## src/uip_defs.svh

```systemverilog
// Register offsets, field positions and reset values of the interrupt unit
`ifndef UIP_DEFS_SVH
`define UIP_DEFS_SVH
// Register indices on the plain register port
`define UIP_OFS_DATA      3'h0
`define UIP_OFS_ENABLE    3'h1
`define UIP_OFS_IDENTITY  3'h2
`define UIP_OFS_LINE_STAT 3'h5
`define UIP_OFS_MODEM_ST  3'h6
// Enable register field positions
`define UIP_EN_RXDATA     0
`define UIP_EN_TXEMPTY    1
`define UIP_EN_LINEERR    2
`define UIP_EN_MODEM      3
// Line status field positions
`define UIP_LS_READY      0
`define UIP_LS_OVERRUN    1
`define UIP_LS_PARITY     2
`define UIP_LS_FRAMING    3
`define UIP_LS_BREAK      4
`define UIP_LS_THEMPTY    5
`define UIP_LS_TEMPTY     6
// Reset values
`define UIP_ENABLE_RST    4'h0
`define UIP_IDLE_IDENT    8'h01
`endif

```

## src/uip_pkg.sv

```systemverilog
// Types shared by the interrupt unit
package uip_pkg;
  // Identity codes in bits 2:1 of the identity register
  typedef enum logic [1:0] {
    UIP_SRC_MODEM   = 2'b00,
    UIP_SRC_TXEMPTY = 2'b01,
    UIP_SRC_RXDATA  = 2'b10,
    UIP_SRC_LINEERR = 2'b11
  } uip_src_t;
  typedef logic [2:0] uip_addr_t;
  typedef logic [7:0] uip_byte_t;
endpackage

```

## src/uip_irq_unit.sv

```systemverilog
// Prioritised interrupt unit of an asynchronous serial element
//
// The plain strobed port and the register offsets were left to the implementer.
`timescale 1ns/1ns
`include "uip_defs.svh"
module uip_irq_unit
  import uip_pkg::*;
(
  input  wire logic           clk,          // 50 MHz system clock
  input  wire logic           rst_n,        // Asynchronous reset, low
  input  wire uip_pkg::uip_addr_t addr,     // Register index
  input  wire uip_pkg::uip_byte_t wdata,    // Write data
  input  wire logic           wr,           // Write strobe
  input  wire logic           rd,           // Read strobe
  output      uip_pkg::uip_byte_t rdata,    // Read data, cycle after rd
  input  wire uip_pkg::uip_byte_t rx_byte,  // Byte from receive shifter
  input  wire logic           rx_load,      // Receive byte complete pulse
  input  wire logic           parity_err,   // Parity error with rx_load
  input  wire logic           framing_err,  // Framing error with rx_load
  input  wire logic           break_det,    // Break seen, pulse
  input  wire logic           tx_taken,     // Holding word moved to shifter
  input  wire logic           tx_shift_idle,// Shifter empty level
  input  wire logic [3:0]     modem_in,     // Live modem inputs dcd,ri,dsr,cts
  output      uip_pkg::uip_byte_t tx_byte,  // Held transmit byte
  output      logic           tx_load,      // Holding register written
  output      logic           irq_out       // Interrupt to host, high
);
  import uip_pkg::*;

  // Register map on the plain register port
  //   Index 0: read gives the receive buffer, write loads the holding byte
  //   Index 1: interrupt enable, four stored bits, upper bits read zero
  //   Index 2: interrupt identity, read only, writes are dropped
  //   Index 5: line status, read only, a read clears the error flags
  //   Index 6: modem status, live inputs high, delta bits low
  //   Every other index reads zero and ignores writes
  //
  // Bus timing
  //   A strobe is one cycle long and is taken on the rising edge
  //   Read data stand in the cycle after the strobe and only there
  //   Outside that cycle the read data port shows zero
  //   Strobes may follow back to back; the slave never stalls
  //
  // Interrupt sources, highest first
  //   Line errors: overrun, parity, framing and break flags
  //   Received data: the ready flag while a byte waits in the buffer
  //   Transmit empty: a latch armed when the held byte moves out
  //   Modem change: any of the four delta indicators
  //
  // Identity values seen by the host
  //   Idle 0x01, line 0x06, receive 0x04, transmit 0x02, modem 0x00
  //   Bit 0 is the inverse of the interrupt output, so software may
  //   either poll it or use the whole byte as a jump table index
  //
  // Priority handling
  //   The identity is a pure function of the pending flags, so a lower
  //   source stays hidden while a higher one is still pending
  //   Nothing here latches a reported source; servicing the flag that
  //   raised it, or clearing its enable bit, uncovers the next one
  //   The read data register freezes the identity seen at the strobe
  //
  // Clearing actions
  //   Line status read clears overrun, parity, framing and break
  //   Receive buffer read clears the ready flag
  //   Modem status read clears the deltas, never the live bits
  //   Transmit empty clears on a holding write, or on an identity read
  //   made while it is the reported source
  //
  // Set and clear in one cycle
  //   Every flag gives the set priority over the clear, so an event
  //   that lands on the clearing read is never lost; the host sees it
  //   on its next pass instead
  //   Overrun is the exception by nature: a buffer read in the same
  //   cycle as a new byte means no byte was overwritten
  //
  // Transmit empty latch
  //   It arms only on the move pulse from the shifter, not on the
  //   level of the holding empty flag
  //   This keeps an identity read from being undone one cycle later
  //   while the holding register is still empty
  //   Limitation: after reset the holding register is empty but no
  //   interrupt is raised until a byte has been written and moved
  //
  // Enables
  //   Disabling a source only masks it; its flag keeps working, so
  //   unmasking later reports anything that happened meanwhile
  //   With all enables low the identity reads idle and the output
  //   stays low
  //
  // Modem deltas
  //   Each live input is compared with its copy from the last cycle
  //   Three inputs flag any change; the ring input flags only the
  //   falling live bit, the trailing edge of its inverted pin
  //   Inputs are taken as already synchronous to the clock
  //
  // Output timing
  //   All outputs come from flops; the interrupt output follows the
  //   pending flags one cycle late, which costs a cycle of latency
  //   but keeps the pin free of decode glitches
  //   The held byte and its load pulse follow a data write by a cycle
  //
  // Reset
  //   The external reset asserts at once and is released through two
  //   flops; requests are safe from the third edge after release

  // Reset release through two flops
  logic       rst_meta;
  logic       rst_sync_n;
  always_ff @(posedge clk or negedge rst_n) begin
    if (!rst_n) begin
      rst_meta   <= 1'b0;
      rst_sync_n <= 1'b0;
    end else begin
      rst_meta   <= 1'b1;
      rst_sync_n <= rst_meta;
    end
  end

  // Access decode, used by several processes
  function automatic logic hit(input logic s, input uip_addr_t a,
                               input logic [2:0] ofs);
    hit = s && (a == ofs);
  endfunction

  logic rd_data, rd_ident, rd_line, rd_modem, wr_data, wr_en;
  assign rd_data  = hit(rd, addr, `UIP_OFS_DATA);
  assign rd_ident = hit(rd, addr, `UIP_OFS_IDENTITY);
  assign rd_line  = hit(rd, addr, `UIP_OFS_LINE_STAT);
  assign rd_modem = hit(rd, addr, `UIP_OFS_MODEM_ST);
  assign wr_data  = hit(wr, addr, `UIP_OFS_DATA);
  assign wr_en    = hit(wr, addr, `UIP_OFS_ENABLE);

  // State registers
  logic [3:0] enable;       // Only four stored bits; upper read zero
  uip_byte_t  rx_buf;       // Receive buffer
  logic       rx_ready_flag;
  logic       overrun_flag;
  logic       parity_err_flag;
  logic       framing_err_flag;
  logic       break_flag;
  logic       tx_holding_empty;
  logic       tx_irq;       // Transmit empty interrupt latch
  logic [3:0] modem_prev;   // Last sampled modem inputs
  logic [3:0] modem_delta;  // Delta indicators
  uip_byte_t  tx_hold;

  logic [3:0] next_enable;
  uip_byte_t  next_rx_buf;
  logic       next_rx_ready_flag, next_overrun_flag, next_parity_err_flag;
  logic       next_framing_err_flag, next_break_flag;
  logic       next_tx_holding_empty, next_tx_irq;
  logic [3:0] next_modem_prev, next_modem_delta;
  uip_byte_t  next_tx_hold;
  uip_byte_t  next_rdata;
  logic       next_irq_out;
  logic       next_tx_load;

  // Pending sources after enable gating
  logic       p_line, p_rxd, p_tx, p_modem, any_pend;
  uip_src_t   src;
  uip_byte_t  ident;
  uip_byte_t  line_status;
  uip_byte_t  modem_status;

  always_comb begin
    // Gate each source by its enable bit
    p_line  = enable[`UIP_EN_LINEERR] & (overrun_flag | parity_err_flag |
              framing_err_flag | break_flag);
    p_rxd   = enable[`UIP_EN_RXDATA] & rx_ready_flag;
    p_tx    = enable[`UIP_EN_TXEMPTY] & tx_irq;
    p_modem = enable[`UIP_EN_MODEM] & (|modem_delta);
    any_pend = p_line | p_rxd | p_tx | p_modem;
    // Fixed priority; lower source is hidden until higher one clears
    if (p_line)      src = UIP_SRC_LINEERR;
    else if (p_rxd)  src = UIP_SRC_RXDATA;
    else if (p_tx)   src = UIP_SRC_TXEMPTY;
    else             src = UIP_SRC_MODEM;
    // Bits 7:3 zero, bit 0 low while pending
    ident = any_pend ? {5'h00, src, 1'b0}
                     : `UIP_IDLE_IDENT;
    line_status = {1'b0, tx_holding_empty & tx_shift_idle,
                   tx_holding_empty, break_flag, framing_err_flag,
                   parity_err_flag, overrun_flag, rx_ready_flag};
    modem_status = {modem_in, modem_delta};
  end

  // Next state of flags and registers
  always_comb begin
    next_enable = wr_en ? wdata[3:0] : enable;
    next_tx_hold = wr_data ? wdata : tx_hold;
    next_tx_load = wr_data;
    // Receive side: load sets ready, read clears; a load wins
    next_rx_buf = rx_load ? rx_byte : rx_buf;
    next_rx_ready_flag = rx_load | (rx_ready_flag & ~rd_data);
    // Line errors set regardless of enables, cleared by status read
    next_overrun_flag = (rx_load & rx_ready_flag & ~rd_data) |
                        (overrun_flag & ~rd_line);
    next_parity_err_flag  = (rx_load & parity_err) |
                            (parity_err_flag & ~rd_line);
    next_framing_err_flag = (rx_load & framing_err) |
                            (framing_err_flag & ~rd_line);
    next_break_flag = break_det | (break_flag & ~rd_line);
    // Holding empty: a move to the shifter sets it, a write clears it
    next_tx_holding_empty = tx_taken | (tx_holding_empty & ~wr_data);
    // Tx interrupt arms on the move pulse only; clears on write or on a
    // read of the identity while it is the reported source
    next_tx_irq = tx_taken |
                  (tx_irq & ~wr_data &
                   ~(rd_ident && any_pend && src == UIP_SRC_TXEMPTY));
    // Modem deltas: changes set, read clears, change wins
    next_modem_prev = modem_in;
    next_modem_delta[0] = (modem_in[0] ^ modem_prev[0]) |
                          (modem_delta[0] & ~rd_modem);
    next_modem_delta[1] = (modem_in[1] ^ modem_prev[1]) |
                          (modem_delta[1] & ~rd_modem);
    // Ring: only the trailing edge, live bit falling
    next_modem_delta[2] = (~modem_in[2] & modem_prev[2]) |
                          (modem_delta[2] & ~rd_modem);
    next_modem_delta[3] = (modem_in[3] ^ modem_prev[3]) |
                          (modem_delta[3] & ~rd_modem);
    // Read mux, answered one cycle after the strobe
    next_rdata = 8'h00;
    if (rd) begin
      unique case (addr)
        `UIP_OFS_DATA:      next_rdata = rx_buf;
        `UIP_OFS_ENABLE:    next_rdata = {4'h0, enable};
        `UIP_OFS_IDENTITY:  next_rdata = ident;
        `UIP_OFS_LINE_STAT: next_rdata = line_status;
        `UIP_OFS_MODEM_ST:  next_rdata = modem_status;
        default:            next_rdata = 8'h00;
      endcase
    end
    next_irq_out = any_pend;
  end

  // Registers only
  always_ff @(posedge clk or negedge rst_sync_n) begin
    if (!rst_sync_n) begin
      enable           <= `UIP_ENABLE_RST;
      rx_buf           <= 8'h00;
      rx_ready_flag    <= 1'b0;
      overrun_flag     <= 1'b0;
      parity_err_flag  <= 1'b0;
      framing_err_flag <= 1'b0;
      break_flag       <= 1'b0;
      tx_holding_empty <= 1'b1;
      tx_irq           <= 1'b0;
      modem_prev       <= 4'h0;
      modem_delta      <= 4'h0;
      tx_hold          <= 8'h00;
      tx_byte          <= 8'h00;
      tx_load          <= 1'b0;
      rdata            <= 8'h00;
      irq_out          <= 1'b0;
    end else begin
      enable           <= next_enable;
      rx_buf           <= next_rx_buf;
      rx_ready_flag    <= next_rx_ready_flag;
      overrun_flag     <= next_overrun_flag;
      parity_err_flag  <= next_parity_err_flag;
      framing_err_flag <= next_framing_err_flag;
      break_flag       <= next_break_flag;
      tx_holding_empty <= next_tx_holding_empty;
      tx_irq           <= next_tx_irq;
      modem_prev       <= next_modem_prev;
      modem_delta      <= next_modem_delta;
      tx_hold          <= next_tx_hold;
      tx_byte          <= next_tx_hold;
      tx_load          <= next_tx_load;
      rdata            <= next_rdata;
      irq_out          <= next_irq_out;
    end
  end

  // Checks
  a_ident_bit0: assert property (@(posedge clk) disable iff (!rst_sync_n)
    rd_ident |=> rdata[0] == $past(!any_pend))
    else $error("identity bit 0 wrong");
  a_ident_prio: assert property (@(posedge clk) disable iff (!rst_sync_n)
    rd_ident && p_line |=> rdata == 8'h06)
    else $error("line error not reported first");
  a_ident_idle: assert property (@(posedge clk) disable iff (!rst_sync_n)
    rd_ident && !any_pend |=> rdata == 8'h01)
    else $error("idle identity wrong");
  a_ident_high: assert property (@(posedge clk) disable iff (!rst_sync_n)
    rd_ident |=> rdata[7:3] == 5'h00)
    else $error("identity upper bits set");
  a_irq_mirror: assert property (@(posedge clk) disable iff (!rst_sync_n)
    rd_ident |=> irq_out == !rdata[0])
    else $error("irq does not mirror identity");
  a_rx_code: assert property (@(posedge clk) disable iff (!rst_sync_n)
    rd_ident && !p_line && p_rxd |=> rdata == 8'h04)
    else $error("rx data code wrong");
  a_tx_clear: assert property (@(posedge clk) disable iff (!rst_sync_n)
    rd_ident && src == UIP_SRC_TXEMPTY && any_pend && !tx_taken
    |=> !tx_irq)
    else $error("tx irq not cleared by identity read");
  a_rx_clear: assert property (@(posedge clk) disable iff (!rst_sync_n)
    rd_data && !rx_load |=> !rx_ready_flag)
    else $error("ready flag not cleared");
  a_disabled: assert property (@(posedge clk) disable iff (!rst_sync_n)
    enable == 4'h0 |=> !irq_out)
    else $error("irq while disabled");
  a_en_upper: assert property (@(posedge clk) disable iff (!rst_sync_n)
    rd && addr == `UIP_OFS_ENABLE |=> rdata[7:4] == 4'h0)
    else $error("enable upper bits set");
  // Transmit code while both higher sources are quiet
  a_tx_code: assert property (@(posedge clk) disable iff (!rst_sync_n)
    rd_ident && !p_line && !p_rxd && p_tx |=> rdata == 8'h02)
    else $error("tx code wrong");
  // Modem code only when it is the sole source
  a_modem_code: assert property (@(posedge clk) disable iff (!rst_sync_n)
    rd_ident && p_modem && !p_line && !p_rxd && !p_tx
    |=> rdata == 8'h00)
    else $error("modem code wrong");
  // Line status read empties every error flag when no new event lands
  a_line_clear: assert property (@(posedge clk) disable iff (!rst_sync_n)
    rd_line && !rx_load && !break_det |=> !overrun_flag &&
    !parity_err_flag && !framing_err_flag && !break_flag)
    else $error("line flags not cleared");
  // Modem read clears deltas when the inputs hold still
  a_modem_clear: assert property (@(posedge clk) disable iff (!rst_sync_n)
    rd_modem && modem_in == modem_prev |=> modem_delta == 4'h0)
    else $error("modem deltas not cleared");
  // Live bits shown as they stood at the strobe
  a_modem_live: assert property (@(posedge clk) disable iff (!rst_sync_n)
    rd_modem |=> rdata[7:4] == $past(modem_in))
    else $error("modem live bits wrong");
  // No move pulse, no new transmit interrupt
  a_tx_rearm: assert property (@(posedge clk) disable iff (!rst_sync_n)
    !tx_irq && !tx_taken |=> !tx_irq)
    else $error("tx irq raised without move");
  // Move pulse sets the empty flag and arms the latch
  a_tx_holding_empty_set: assert property (@(posedge clk) disable iff (!rst_sync_n)
    tx_taken |=> tx_holding_empty && tx_irq)
    else $error("holding empty not set");
  // Parity error flag sets regardless of the enables
  a_flag_masked: assert property (@(posedge clk) disable iff (!rst_sync_n)
    rx_load && parity_err |=> parity_err_flag)
    else $error("parity flag not set");
  // Received data outranks transmit and modem
  a_rx_over_tx: assert property (@(posedge clk) disable iff (!rst_sync_n)
    p_rxd && !p_line |-> src == UIP_SRC_RXDATA)
    else $error("rx data not ranked second");
  // Output follows any enabled pending source
  a_irq_follow: assert property (@(posedge clk) disable iff (!rst_sync_n)
    any_pend |=> irq_out)
    else $error("irq not raised");
  // Scenarios worth seeing
  c_tx_irq: cover property (@(posedge clk) tx_taken ##1 p_tx ##1 irq_out);
  c_rx_then_tx: cover property (@(posedge clk) p_rxd && p_tx);
  c_line_over_rx: cover property (@(posedge clk) p_line && p_rxd);
  c_modem_clear: cover property (@(posedge clk) p_modem ##1 rd_modem);
endmodule // uip_irq_unit

```

## config.mk

```make
export PLATFORM = sky130hd
export DESIGN_NAME = uip_irq_unit
export DESIGN_NICKNAME = d
export VERILOG_FILES = /design/src/uip_pkg.sv /design/src/uip_irq_unit.sv
export VERILOG_INCLUDE_DIRS = /design/src /design/src/src
export SDC_FILE = /design/constraint.sdc
export NUM_CORES = 1
export LEC_CHECK = 0
export ABC_AREA = 0
export BUFFER_PORTS_ARGS = -buffer_cell sky130_fd_sc_hd__buf_2
export CORE_UTILIZATION = 32
export CTS_CLUSTER_DIAMETER = 200
export DETAILED_ROUTE_END_ITERATION = 16
export PLACE_DENSITY_LB_ADDON = 0.15
export SLEW_MARGIN = 20
export SYNTH_ARGS = -nofsm -noshare
export SYNTH_HDL_FRONTEND = slang
export SYNTH_SLANG_ARGS = --single-unit
```

## constraint.sdc

```tcl
create_clock -name clk -period 1.9 [get_ports clk]
set_input_delay 0.19 -clock clk [delete_from_list [all_inputs] [get_ports clk]]
set_output_delay 0.19 -clock clk [all_outputs]
set_load 0.05 [all_outputs]
```

Yosys cells after proc, flatten, opt, wreduce, memory -nomap -nowiden
Cells that the tools add are included.

Flip-flop bits (word level): 47. Input port bits: 33. Output and inout port bits: 18. Logic and storage cells: 86.

Equal/unequal tests: 5. Multiplexer cells: 6. Bitwise operators: 48. Reductions and logical operators: 10.

Operators by type and width (number): $pmux 8 s5 (1); $and 1x1->1 (22); $or 1x1->1 (17); $logic_and 1x1->1 (8); $mux 8 (1); $eq 3x3->1 const B (2); $not 1->1 (6); $mux 2 (2); $reduce_or 4->1 (1); $eq 3x1->1 const B (1); $eq 3x2->1 const B (1); $logic_not 3->1 (1); $mux 3 (1); $xor 1x1->1 (3); $eq 2x1->1 const B (1); $mux 1 (1).

Depth between registers and ports, before layout
Depth in word-level cells: 12. Mapped depth: 5. Mapped depth without buffers: 4.

Worst setup path before layout
No wires, ideal clock.

Kind: register to register. Start: reg break_flag. End: reg tx_irq. Library setup time: 0.120 ns. Data arrival time: 1.258 ns. Required time: 1.780 ns. Setup slack: 0.523 ns. Stages on the path, launching flop included: 5. Buffers on the path: 0. Period minus slack after synthesis: 1.377 ns. Path through: dfrtp_1 -> o41ai_4 -> and2_4 -> nand4_1 -> a31o_1.

Word-level cells in the longest chain between the ends: 10. Elaborated cells between the ends (all ways): 12. Those cells by class: 1 x eq/ne; 1 x mux; 8 x bitwise; 2 x reduce/logical.

Ends and longest elaborated chain: from (decl) (RTL line uip_irq_unit.sv:140) `logic break_flag;`; from (signal assigned) (RTL line uip_irq_unit.sv:262) `break_flag <= next_break_flag;`; $or 1x1->1 * (RTL line uip_irq_unit.sv:168) `framing_err_flag | break_flag);`; $and 1x1->1 * (RTL line uip_irq_unit.sv:167) `` p_line = enable[`UIP_EN_LINEERR] & (overrun_flag | parity_err_flag | ``; $or 1x1->1 (3 in a row) (RTL line uip_irq_unit.sv:172) `any_pend = p_line | p_rxd | p_tx | p_modem;`; $logic_and 1x1->1 (RTL line uip_irq_unit.sv:209) `~(rd_ident && any_pend && src == UIP_SRC_TXEMPTY));`; $logic_and 1x1->1 * (RTL line uip_irq_unit.sv:209); $not 1->1 * (RTL line uip_irq_unit.sv:209); $and 1x1->1 * (RTL line uip_irq_unit.sv:208) `(tx_irq & ~wr_data &`; $or 1x1->1 * (RTL line uip_irq_unit.sv:207) `next_tx_irq = tx_taken |`; via next_tx_irq (RTL line uip_irq_unit.sv:151) `logic next_tx_holding_empty, next_tx_irq;`; to (signal assigned) (RTL line uip_irq_unit.sv:264) `tx_irq <= next_tx_irq;`; to (decl) (RTL line uip_irq_unit.sv:142) `logic tx_irq;`.

Mark *: on every way through the listed nets, which the timed path passes. The rest lies on a longest branch. A chain may end at the register's enable or synchronous reset.

Worst setup path after layout
Same ends and word-level chain as after synthesis.

==> results.yml <==
clock_tree:
  clock-sinks: 47
  h-tree-depth: 2
  postCtsSetupRepairBufs: 0
  cts.clk_slew.worst_paths_ns: 0.09
  cts_buffers: 5
  clock_path_buffers: 2
  cts_root_buffer: "clkbuf_8"
  clock_latency_ns: 0.30
  cts_tree: "built"
finish:
  final_common_cell: "buf_2"
  fillers: 593
  final_cell_mix: "buf_2 (50), dfrtp_1 (45), mux2_2 (19)"
  multiInputGateArea_um2: 762
  diodes: 0
  nNetsFinal: 239
  final-seq-area_um2: 1180
  fin_util_pct: 41.2
  drive_above_1_share_pct: 42.5
  synthToLayoutAreaGrowth_pct: 24.1
yosys:
  synth_edf_count: 0
  synthesis.nets: 186
  async_reset_ff_share_pct: 100
  ys_warn_count: 0
  synth_area_um2: 1980
  syn-mean-instance-area_um2: 12.9
  synth_top_area_share_pct: 58.2
  ys_ff_latch: 47
  ys_top_cells_by_area: "dfrtp_1 (58%), mux2_2 (11%), a22o_1 (2.7%)"
  yosysSeqAreaShare_pct: 59.5
  yosysTopAreaCell: "dfrtp_1"
  synth_cell_types: 41
  syn_inst: 153
  synth_top_flop_cell: "dfrtp_1"
global_route:
  grt.total_usage_pct: 14.7
  antenna_found_initial: 0
  grt_pass1_vias: 1400
  overflow: 0
  grt_start_max_net_pins: 25
  grt_pass1_wl_um: 7010
route:
  drt.antenna.violating_nets: 0
  drt-initial-drc-count: 107
  wl_um: 4260
  dr.pass1.iters: 4
  via_per_inst: 4.86
  avgRoutedWirePerCell_um: 15.1
  vias: 1370
  drc_errors: 0
timing:
  setup-violations-final: 0
  fmax_ghz: 0.678
  relSlewSlack_pct: 61.8
  tightest_slew_ns: 0.574
  rsz0062_at_grt: "false"
  slew_viol_final: 0
  worst_slack_ns: 0.424
  hold_violations: 0
  tns_ns: 0
  final.min_clock_period_ns: 1.48
  finalCritPeriodShare_pct: 77.7
  skew_ns: 0.00800
setup_path:
  crit_type: "reg2reg"
  cp-start-kind: "flip-flop"
  cp.arrival_ns: 1.68
  worst_setup_path_end_kind: "flip-flop"
  critPathRequiredTime_ns: 2.10
  path_max_fanout: 3
placement:
  io_buffers: 50
  place.gp.congestion: 0.781
  pre_cts_slack_ns: 0.331
  place_hpwl_um: 3260
power:
  sw_frac_of_total_pct: 28.8
  power_frac_comb_pct: 20.4
  vdd_ir_drop_max_uv: 337
  intPower_uw: 1820
  seq_power_share_pct: 46.4
  clkPwrFrac_pct: 33.2
  power.density_nw_per_um2: 1040
  p_total_uw: 2560
  power_leakage_uw: 0.00114
  power.switching_uw: 736
floorplan:
  die_area_um2: 6500
  initial_utilization_pct: 33.2
  placementRows: 28
  pin_count: 51
  design.core.area_um2: 5960
  die_h_um: 80.7
  die_w_um: 80.7
outcome:
  status: "finished, final reports clean"
flow_run:
  cap_violations: 0
min_path:
  hold_path.class: "in2reg"
[flip-flops by register name (all words and copies together), names as in the netlist]
register and flops:
tx_hold 8, parity_err_flag 1, irq_out 1, tx_load 1, rst_meta 1, rx_ready_flag 1
rdata 8, framing_err_flag 1, rx_buf 8, rst_sync_n 1, tx_holding_empty 1, enable 4
modem_delta 4, modem_prev 4, tx_irq 1, break_flag 1, overrun_flag 1
[power groups by stage]
| stage | clock, uW | combinational, uW | sequential (uW) |
|---|---|---|---|
| after floorplan | 0 | 200 | 1370 |
| after global placement | 0 | 517 | 1200 |
| after detailed placement | 0 | 523 | 1210 |
| after CTS | 879 | 526 | 1190 |
| after global routing | 929 | 556 | 1200 |
| final | 850 | 522 | 1190 |
[area by class of cell]
type / count / share of cell area, %
clock inverter: 2 / 2.45
timing repair buffer: 52 / 11.4
tap: 75 / 3.82
inverter: 2 / 0.357
clock buffer: 6 / 2.95
sequential: 47 / 48.0
multi-input combinational: 98 / 31.0
[stage by stage]
stage / cell area, um2 / hold slack (ns) / instances
5_1_grt: 2460 / 0.0250 / 282
3_3_place_gp: 2310 / -0.0263 / 273
2_1_floorplan: 1980 / -0.106 / 153
3_5_place_dp: 2310 / -0.0247 / 273
4_1_cts: 2460 / 0.0232 / 282
6_report: 2460 / 0.0296 / 282
[path summary, 6_finish.rpt]
check | cells past startpoint | slack, ns | start | to
max | 4 | 0.42 | break_flag$_DFF_PN0_ | tx_irq$_DFF_PN0_
min | 1 | 0.03 | modem_in[2] | modem_prev[2]$_DFF_PN0_
max reg2reg | 4 | 0.42 | break_flag$_DFF_PN0_ | tx_irq$_DFF_PN0_
min reg2reg | 0 | 0.27 | rst_sync_n$_DFF_PN0_ | tx_hold[4]$_DFFE_PN0P_
max in group asynchronous | 1 | 1.10 | rst_sync_n$_DFF_PN0_ | rx_buf[4]$_DFFE_PN0P_
min in group asynchronous | 2 | 0.19 | rst_n | rst_sync_n$_DFF_PN0_
[Yosys cell counts (all sizes together), types with 3 or more instances]
cell	number
nand3	5
a22o	7
nor2b	3
xnor2	3
buf	6
a22oi	4
nor2	8
a21o	3
a21oi	5
nand2	13
dfrtp	46
mux2	22
[cells by family after synthesis]
group           Yosys count  synth area share (%)
mux                      24                  13.5
other cells               1                 0.189
buf+inv                   8                  2.02
simple gates             42                  11.3
xor+xnor                  3                  1.33
flops                    47                  59.5
compound gates           28                  12.1
[metal layers]
layer	vias to the layer above	share of wire, %	track usage (%)
li1	656	-	-
met1	667	46	18.6
met2	36	48	23.6
met3	11	4.2	3.86
met4	0	2.1	6.43
met5	-	0	0
[repair_timing]
action                    4_1_cts  5_1_grt
resized for setup               0        0
hold buffers                    1        0
hold endpoints to repair        2        0
[worst max-delay path, cell delays in order (launching register included)]
cell and delay, ns:
dfrtp_1 0.42, o41ai_4 0.43, and2_4 0.22, nand4_1 0.09
a31o_1 0.22
Note: power is estimated with default switching activity, not from simulation.
